--- src/inc/ssc_pkg.sv ---
// socket status-change event block: shared offsets, field positions, reset values
// assumes a 32-bit register port decoded against a per-socket base address
package ssc_pkg;
  // ----------------------------------------------------------------
  // register offsets within the socket window
  // ----------------------------------------------------------------
  localparam logic [11:0] OFF_FLAGS = 12'h000;
  localparam logic [11:0] OFF_ENABLES = 12'h004;
  localparam logic [11:0] OFF_CONDITION = 12'h008;
  localparam logic [11:0] OFF_INJECTION = 12'h00c;
  localparam logic [11:0] OFF_SETTINGS = 12'h010;
  localparam logic [11:0] OFF_POWER_SETTINGS = 12'h020;
  localparam int WIN_BITS = 12;
  // ----------------------------------------------------------------
  // event bit positions (flags, enables, injection, condition)
  // ----------------------------------------------------------------
  localparam int BIT_CARD_STATUS = 0;
  localparam int BIT_DETECT_ONE = 1;
  localparam int BIT_DETECT_TWO = 2;
  localparam int BIT_POWER = 3;
  localparam int NUM_EVENTS = 4;
  localparam int BIT_CARDBUS = 5;
  localparam int BIT_SIXTEEN = 4;
  // ----------------------------------------------------------------
  // reset values
  // ----------------------------------------------------------------
  localparam logic [3:0] FLAGS_RESET = 4'h0;
  localparam logic [3:0] ENABLES_RESET = 4'h0;
  localparam logic [31:0] SETTINGS_RESET = 32'h0000_0000;
  localparam logic [31:0] POWER_SETTINGS_RESET = 32'h0000_0000;
  localparam logic [31:0] READ_UNMAPPED = 32'h0000_0000;
endpackage

--- src/logic/ssc_events.sv ---
// socket status-change event flags, enables and interrupt request
// assumes a simple single-cycle register port already qualified by the socket base decode
//
// Function
// - flags record change only, not direction
// - write one clears flag, zero keeps
// - injection write one sets matching flag
// - bus reset clears every flag
// - flags may set again after card reset
// - pending flag interrupts once enabled
// - flag 3 on power state change
// - flag 2 on detect two change
// - flag 1 on detect one change
// - flag 0 on card status change
// - cardbus card: rising edge only
// - sixteen-bit card: both edges
// - flag register bits 31:4 read zero
// - enables gate interrupt only, not flags
// - enable 3 gates power change interrupt
// - detect enable field 00 blocks, 11 allows
// - enable 0 gates card status interrupt
// - enable register bits 31:4 read zero
// - registers decoded at offsets from base
// - each socket has own base address
// - detect changes during identification flagged once it ends
// - power state reads 0 down, 1 up
`timescale 1ns/1ps
module ssc_events
  import ssc_pkg::*;
(
  input wire logic core_clk,
  input wire logic rst,
  // register port, one access per strobe
  input wire logic reg_sel,
  input wire logic reg_wr,
  input wire logic reg_rd,
  input wire logic [ssc_pkg::WIN_BITS-1:0] reg_offset,
  input wire logic [31:0] reg_wdata,
  output logic [31:0] reg_rdata,
  output logic reg_ack,
  // socket pins and socket status from card logic
  input wire logic card_status_pin,
  input wire logic detect_one_n_pin,
  input wire logic detect_two_n_pin,
  input wire logic socket_powered,
  input wire logic card_ident_busy,
  input wire logic cardbus_card,
  input wire logic sixteen_bit_card,
  // outputs
  output logic status_change_interrupt,
  output logic [3:0] socket_change_flags,
  output logic [31:0] socket_settings,
  output logic [31:0] socket_power_settings
);
  import ssc_pkg::*;

  // ----------------------------------------------------------------
  // pin synchronisation
  // ----------------------------------------------------------------
  logic [5:0] pins_s;
  ssc_sync #(
    .WIDTH(6)
  ) u_sync (
    .core_clk(core_clk),
    .rst(rst),
    .async_in({sixteen_bit_card, cardbus_card, card_ident_busy, socket_powered,
      detect_two_n_pin, detect_one_n_pin}),
    .sync_out(pins_s)
  );
  logic card_status_s;
  ssc_sync #(
    .WIDTH(1)
  ) u_sync_sts (
    .core_clk(core_clk),
    .rst(rst),
    .async_in(card_status_pin),
    .sync_out(card_status_s)
  );

  // ----------------------------------------------------------------
  // present-state levels
  // ----------------------------------------------------------------
  logic [3:0] level_q;
  logic [3:0] level_prev_q;
  logic [3:0] inject_q;
  logic idle_q;
  logic [3:0] flags_q;
  logic [3:0] enables_q;
  logic [31:0] settings_q;
  logic [31:0] power_settings_q;
  logic [3:0] change;
  logic [3:0] clear_bits;
  logic wr_flags;
  logic wr_inject;

  assign wr_flags = reg_sel && reg_wr && (reg_offset == OFF_FLAGS);
  assign wr_inject = reg_sel && reg_wr && (reg_offset == OFF_INJECTION);
  assign clear_bits = wr_flags ? reg_wdata[NUM_EVENTS-1:0] : 4'h0;

  // detect lines are frozen while identification runs
  always_ff @(posedge core_clk) begin
    if (rst) begin
      level_q <= 4'h0;
      idle_q <= 1'b1;
    end else begin
      idle_q <= 1'b0;
      level_q[BIT_CARD_STATUS] <= card_status_s;
      level_q[BIT_POWER] <= pins_s[2];
      if (!pins_s[3]) begin
        level_q[BIT_DETECT_ONE] <= pins_s[0];
        level_q[BIT_DETECT_TWO] <= pins_s[1];
      end
    end
  end

  // previous levels; held equal during the first cycle so reset makes no event
  always_ff @(posedge core_clk) begin
    if (rst) begin
      level_prev_q <= 4'h0;
    end else begin
      level_prev_q <= level_q;
    end
  end

  // detect and power levels reset to 0, but an empty socket reads its detect pins high;
  // their change events wait until the synchroniser and level stages hold real pin values.
  // limitation: a real detect or power change inside this short window is not flagged
  logic [3:0] settle_q;
  always_ff @(posedge core_clk) begin
    if (rst) begin
      settle_q <= 4'hf;
    end else begin
      settle_q <= {settle_q[2:0], 1'b0};
    end
  end

  // ----------------------------------------------------------------
  // change detection, per event bit
  // ----------------------------------------------------------------
  // only "something changed" is kept; direction is dropped
  genvar gi;
  generate
    for (gi = 0; gi < NUM_EVENTS; gi++) begin : g_change
      if (gi == BIT_CARD_STATUS) begin : g_sts
        logic rise;
        logic fall;
        assign rise = level_q[gi] && !level_prev_q[gi];
        assign fall = !level_q[gi] && level_prev_q[gi];
        // cardbus counts rising edges only, 16-bit both edges
        assign change[gi] = !idle_q && ((pins_s[4] && rise)
          || (pins_s[5] && (rise || fall)));
      end else begin : g_lvl
        assign change[gi] = !settle_q[3] && (level_q[gi] != level_prev_q[gi]);
      end
    end
  endgenerate

  // ----------------------------------------------------------------
  // flags: set beats clear, reset clears all
  // ----------------------------------------------------------------
  always_ff @(posedge core_clk) begin
    if (rst) begin
      flags_q <= FLAGS_RESET;
    end else begin
      // status still asserted after card reset simply sets again here
      flags_q <= (flags_q & ~clear_bits) | change | inject_q;
    end
  end

  // injection write lands one cycle later, like a real status change
  always_ff @(posedge core_clk) begin
    if (rst) begin
      inject_q <= 4'h0;
    end else begin
      inject_q <= wr_inject ? reg_wdata[NUM_EVENTS-1:0] : 4'h0;
    end
  end

  // ----------------------------------------------------------------
  // writable registers
  // ----------------------------------------------------------------
  always_ff @(posedge core_clk) begin
    if (rst) begin
      enables_q <= ENABLES_RESET;
      settings_q <= SETTINGS_RESET;
      power_settings_q <= POWER_SETTINGS_RESET;
    end else if (reg_sel && reg_wr) begin
      case (reg_offset)
        OFF_ENABLES: begin
          enables_q <= reg_wdata[NUM_EVENTS-1:0];
        end
        OFF_SETTINGS: begin
          settings_q <= reg_wdata;
        end
        OFF_POWER_SETTINGS: begin
          power_settings_q <= reg_wdata;
        end
        default: begin
        end
      endcase
    end
  end

  // ----------------------------------------------------------------
  // interrupt request
  // ----------------------------------------------------------------
  // reserved detect codes 01/10 are treated as blocking: only 11 allows
  logic [3:0] gate;
  assign gate[BIT_POWER] = enables_q[BIT_POWER];
  assign gate[BIT_DETECT_TWO] = &enables_q[BIT_DETECT_TWO:BIT_DETECT_ONE];
  assign gate[BIT_DETECT_ONE] = &enables_q[BIT_DETECT_TWO:BIT_DETECT_ONE];
  assign gate[BIT_CARD_STATUS] = enables_q[BIT_CARD_STATUS];

  always_ff @(posedge core_clk) begin
    if (rst) begin
      status_change_interrupt <= 1'b0;
    end else begin
      // level, so flags left pending fire as soon as enabled
      status_change_interrupt <= |(flags_q & gate);
    end
  end

  // ----------------------------------------------------------------
  // read path
  // ----------------------------------------------------------------
  always_ff @(posedge core_clk) begin
    if (rst) begin
      reg_rdata <= READ_UNMAPPED;
      reg_ack <= 1'b0;
    end else begin
      reg_ack <= reg_sel && (reg_rd || reg_wr);
      reg_rdata <= READ_UNMAPPED;
      if (reg_sel && reg_rd) begin
        case (reg_offset)
          OFF_FLAGS: begin
            reg_rdata <= {28'h0000000, flags_q};
          end
          OFF_ENABLES: begin
            reg_rdata <= {28'h0000000, enables_q};
          end
          OFF_CONDITION: begin
            reg_rdata <= {26'h0000000, pins_s[4], pins_s[5], level_q};
          end
          OFF_SETTINGS: begin
            reg_rdata <= settings_q;
          end
          OFF_POWER_SETTINGS: begin
            reg_rdata <= power_settings_q;
          end
          default: begin
            reg_rdata <= READ_UNMAPPED;
          end
        endcase
      end
    end
  end

  always_ff @(posedge core_clk) begin
    if (rst) begin
      socket_change_flags <= FLAGS_RESET;
      socket_settings <= SETTINGS_RESET;
      socket_power_settings <= POWER_SETTINGS_RESET;
    end else begin
      socket_change_flags <= flags_q;
      socket_settings <= settings_q;
      socket_power_settings <= power_settings_q;
    end
  end
endmodule // ssc_events

--- src/logic/ssc_sync.sv ---
// two-flop synchroniser for a group of socket pins
// assumes inputs are asynchronous to core_clk
`timescale 1ns/1ps
module ssc_sync #(
  parameter int WIDTH = 4
) (
  input wire logic core_clk,
  input wire logic rst,
  input wire logic [WIDTH-1:0] async_in,
  output logic [WIDTH-1:0] sync_out
);
  logic [WIDTH-1:0] meta_q;

  // first stage feeds only the second stage
  always_ff @(posedge core_clk) begin
    if (rst) begin
      meta_q <= '0;
      sync_out <= '0;
    end else begin
      meta_q <= async_in;
      sync_out <= meta_q;
    end
  end
endmodule // ssc_sync

--- config.mk ---
export PLATFORM = sky130hd
export DESIGN_NAME = ssc_events
export DESIGN_NICKNAME = d
export VERILOG_FILES = /design/src/inc/ssc_pkg.sv /design/src/logic/ssc_events.sv /design/src/logic/ssc_sync.sv
export SDC_FILE = /design/constraint.sdc
export NUM_CORES = 1
export LEC_CHECK = 0
export ABC_CLOCK_PERIOD_IN_PS = 2200
export BUFFER_PORTS_ARGS = -buffer_cell sky130_fd_sc_hd__buf_2
export CAP_MARGIN = 0
export CORE_AREA = 2 2 120 122
export CTS_CLUSTER_SIZE = 16
export DETAILED_ROUTE_END_ITERATION = 12
export DIE_AREA = 0 0 122 124
export PLACE_DENSITY = 0.85
export SLEW_MARGIN = 20
export SYNTH_ARGS = -nofsm -noshare
export SYNTH_HDL_FRONTEND = slang
export SYNTH_SLANG_ARGS = --single-unit
--- constraint.sdc ---
create_clock -name core_clk -period 2.2 [get_ports core_clk]
set_input_delay 0.66 -clock core_clk [delete_from_list [all_inputs] [get_ports core_clk]]
set_output_delay 0.66 -clock core_clk [all_outputs]
set_load 0.005 [all_outputs]
-- Yosys cells after proc, flatten, opt, wreduce, memory -nomap -nowiden
Index checks and enable logic that the tools add are counted.
- register bits after elaboration: 205
- latch bits: 0
- bits in writable memories: 0
- memory bits (read-only): 0
- output and inout bits: 102
- memories: 0
- $add $sub $neg: 0
- $mul: 0
- div/mod/pow operators: 0
- $lt $le $gt $ge: 0
- eq/ne operators: 8
- shift operators: 0
- multiplexer cells: 4
- bitwise logic cells: 7
- reductions and logical operators: 28
- operator list (operator ; count):
    $pmux 32 s5 ; 1
    $eq 12x4->1 const B ; 2
    $logic_and 1x1->1 ; 13
    $eq 12x3->1 const B ; 1
    $eq 12x5->1 const B ; 1
    $eq 12x6->1 const B ; 1
    $logic_not 12->1 ; 1
    $and 4x4->4 ; 2
    $or 4x4->4 ; 2
    $reduce_and 2->1 ; 4
    $logic_not 1->1 ; 4
    $mux 4 ; 1
    $not 4->4 ; 1
    $reduce_or 2->1 ; 2
    $reduce_or 4->1 ; 1
    $logic_or 1x1->1 ; 3
    $ne 1x1->1 ; 3
    $mux 1 ; 2
    $not 1->1 ; 2

-- Logic depth before layout (Yosys ltp)
- depth after elaboration: 8
- gate-level depth with buffers: 6

-- Cells and area by module
A second synthesis with hierarchy kept.
- cell total of the unflattened synthesis: 688
- area, all modules: 6991.7 µm²
- modules (own cells, without submodules) (module ; instances ; cells each ; area an instance (µm²) ; sequential area each (µm²)):
    ssc_events ; 1 ; 659 ; 6572.6 ; 3803.6
    ssc_sync (u_sync) ; 1 ; 25 ; 366.6 ; 240.2
    ssc_sync (u_sync_sts) ; 1 ; 4 ; 52.6 ; 40.0

-- Least setup slack after synthesis
No wires, ideal clock.
- kind: input to register
- start point: input port reg_offset[4] in the netlist's numbering
- end point: register enables_q[0]
- arrival: 1.905 ns
- data required time: 2.086 ns
- path slack: 0.181 ns
- stages on the path: 5
- cell sequence: nor4_2 > and4_2 > clkbuf_2 > mux2i_1 > nor2_1
- longest elaborated chain between the ends: 2
- RTL lines (element ; line ; RTL):
    start: declaration ; ssc_events.sv:37 ; input wire logic [ssc_pkg::WIN_BITS-1:0] reg_offset,
    $eq 12x3->1 ; ssc_events.sv:188 ; case (reg_offset)
    $reduce_and 2->1 (no source line) ; -- ;
    end signal: assignment ; ssc_events.sv:190 ; enables_q <= reg_wdata[NUM_EVENTS-1:0];
    end: declaration ; ssc_events.sv:88 ; logic [3:0] enables_q;
Every way passes these cells.
A chain may end at the register's enable or synchronous reset.

-- Final worst setup path
- start point: input port reg_offset[9] in the netlist's numbering
- end point: register reg_rdata[1]
- longest elaborated chain between the ends: 2
- RTL lines (element ; line ; RTL):
    $eq 12x6->1 (tied with other cells) ; ssc_events.sv:234 ; case (reg_offset)
    $pmux 32 s5 * ; ssc_events.sv:234 ;
    end signal: assignment ; ssc_events.sv:236 ; reg_rdata <= {28'h0000000, flags_q};
    end signal: assignment ; ssc_events.sv:239 ; reg_rdata <= {28'h0000000, enables_q};
    end signal: assignment ; ssc_events.sv:242 ; reg_rdata <= {26'h0000000, pins_s[4], pins_s[5], level_q};
    end: declaration ; ssc_events.sv:39 ; output logic [31:0] reg_rdata,
Every way passes the cells marked *; elsewhere a longest branch is shown, timed or not.

==> qor.yml <==
vdd_drop_max_mv: 0.7124
p_seq_share_pct: 47.2
synth.area.top_cells: "dfxtp_1 61%, o21ai_0 8.9%, nor2b_1 8.4%"
root_buffer: "clkbuf_16"
clkSinkCount: 204
ys_seq_elements: 204
start_util_pct: 49.18
io_buffers: 157
layout.cells.most_common: "dfxtp_1"
power_frac_clock_pct: 49.5
vias: 5410
gp_congestion: 0.9426
critPathCaptureType: "flop"
rrSetupSlack_ns: 1.02
crit_end: "reg_rdata[1]"
cts_tree: "built"
p_sw_mw: 1.616
cp.arrival_ns: 2.12
cp-startpoint: "reg_offset[9]"
rsz0062_at_grt: "false"
timing_hold_violations_final: 0
path_max_fanout: 10
r2r_start: "level_q[0]"
syn_area_um2: 6748
p_per_area_nw_per_um2: 916.1
hpwlAfterDp_mm: 11.09
ys_types: 44
coreArea_um2: 13720
cts_buffers: 21
min_period_ns: 1.708
wl_per_cell_um: 16.48
cts_htree_levels: 1
multi_input_area_um2: 2464
grt_pass1_vias: 5225
setup_slack_ns: 0.4922
dp_slack_ns: 0.01513
rows: 43
track_usage_pct: 21.84
p_int_mw: 6.265
r2r-end: "flags_q[0]"
vias_per_cell: 5.330
fin_util_pct: 62.71
setup.worst_path.class: "in2reg"
clock.fmax_ghz: 0.5855
nNetsFinal: 877
clock_skew_ns: 0.005764
syn_area_per_cell_um2: 10.16
drc: 0
cts.repair.resized: 0
clk_latency_ns: 0.49
crit_required_ns: 2.61
die-width_um: 122
run_status: "finished clean"
fillers: 1097
clkTransAtPathRegs_ns: 0.06
yosysSeqAreaShare_pct: 60.52
grt_max_degree: 51
async_reset_ff_share_pct: 0
post_cts_buffers: 0
hold_buffers: 0
share_comb_of_total_power_pct: 3.3
cts_buffer_depth: 3
diodes: 0
setup_violations: 0
leakage_nw: 3.569
startpoint_type: "primary input"
detail_route.first_pass.iterations: 6
synth_edf_count: 0
grt_first_pass_wirelength_mm: 26.18
chipHeight_um: 124
dieArea_um2: 15130
num_io_pins: 158
final_max_slew_viol_count: 0
drtIter0Drc: 442
syn-num-nets: 721
synth_top_cell_by_area: "dfxtp_1"
ys_warn_count: 0
r2r_cells: 5
overflow: 0
antenna_found_initial: 0
min_period_over_period_pct: 77.63
drive_above_1_share_pct: 28.02
most-common-layout-cells: "204 x dfxtp_1, 156 x buf_2, 120 x o21ai_0"
routed_wl_mm: 16.73
slew_headroom_pct: 56.67
synth_cells: 664
tightest_slew_ns: 0.6500
yosys.area.top_type_share_pct: 60.52
switching_share_pct: 20.50
ys.flop_type: "dfxtp_1"
synthToLayoutAreaGrowth_pct: 27.50
maxCapViolCount: 0
seq_area_um2: 4084
ant_nets: 0
hp-class: "in2reg"
setup_tns_ns: 0
[critical path: stages]
cell	delay, ns
buf_2	0.11
or4_1	0.59
nor3_2	0.16
buf_4	0.19
nand3_1	0.21
a31oi_1	0.21
[cells by family (layout without fill, tap and decap cells)]
logic type / Yosys count / count (layout) / share of synthesized area [%]
flops: 204 / 204 / 60.52
xor+xnor: 3 / 3 / 0.3895
buf+inv: 52 / 223 / 3.115
simple gates: 213 / 213 / 19.17
mux: 10 / 10 / 1.558
compound gates: 180 / 180 / 14.91
fa+ha+maj: 2 / 2 / 0.3337
[flip-flops by register name, summed over array words and instances (netlist names)]
register                 count
socket_change_flags          4
power_settings_q            32
inject_q                     4
enables_q                    4
u_sync.meta_q                6
level_prev_q                 4
u_sync_sts.meta_q            1
status_change_interrupt      1
settings_q                  32
reg_ack                      1
settle_q                     4
reg_rdata                   32
u_sync.sync_out              6
flags_q                      4
u_sync_sts.sync_out          1
level_q                      4
socket_power_settings       32
socket_settings             32
[cell type report]
class,instances,area share (%)
clock buffer,25,6.632
clock inverter,13,2.385
inverter,5,0.2182
multi-input combinational,408,28.64
sequential,204,47.47
tap,180,2.618
timing repair buffer,180,12.04
[power groups by stage]
stage	clock [mW]	sequential, mW	combinational [mW]
finish	3.90	3.72	0.262
global route	4.11	3.72	0.284
CTS	3.94	3.72	0.262
detailed placement	0	3.80	0.260
global placement	0	3.80	0.257
floorplan	0	3.80	0.130
[how the worst min path moves through the flow]
stage          slack [ns]        start  cells past startpoint           to
2_1_floorplan        0.39  settle_q[1]                      1  settle_q[2]
5_1_grt              0.33          rst                      1  settle_q[0]
3_5_place_dp         0.39  settle_q[2]                      1  settle_q[3]
6_report             0.35          rst                      1  settle_q[0]
3_3_place_gp         0.39  settle_q[2]                      1  settle_q[3]
4_1_cts              0.33          rst                      1  settle_q[0]
[metal layers]
metal | share of wire, % | track usage (%)
met1 | 40 | 26.62
met2 | 50 | 38.48
met3 | 7.4 | 4.716
met4 | 2.2 | 7.112
met5 | 0 | 0
[metrics by stage]
step | area, um^2 | total power, mW | cells | hold WS [ns]
after floorplan | 6748 | 3.932 | 664 | 0.3895
after global placement | 7828 | 4.061 | 977 | 0.3915
after detailed placement | 7828 | 4.065 | 977 | 0.3948
after CTS | 8603 | 7.923 | 1015 | 0.3341
after global routing | 8603 | 8.118 | 1015 | 0.3325
final | 8603 | 7.881 | 1015 | 0.3460
[synthesized netlist by cell type, types with 2 or more instances]
| master | n |
|---|---|
| nand2_1 | 3 |
| dfxtp_1 | 204 |
| xnor2_1 | 3 |
| nor2_1 | 17 |
| nand4_1 | 5 |
| and2_1 | 5 |
| a32oi_1 | 2 |
| nor3_1 | 28 |
| a22o_1 | 6 |
| a31oi_1 | 4 |
| a21oi_1 | 6 |
| o21ai_1 | 14 |
| buf_2 | 5 |
| or2_2 | 3 |
| nor4_2 | 2 |
| mux2i_1 | 6 |
| a22oi_1 | 27 |
| buf_4 | 2 |
| inv_1 | 5 |
| clkbuf_1 | 39 |
| nand2b_1 | 33 |
| mux2_2 | 4 |
| nand3_1 | 11 |
| o21ai_0 | 120 |
| nor2b_1 | 91 |
No activity file was read; power rests on OpenSTA's default activity.
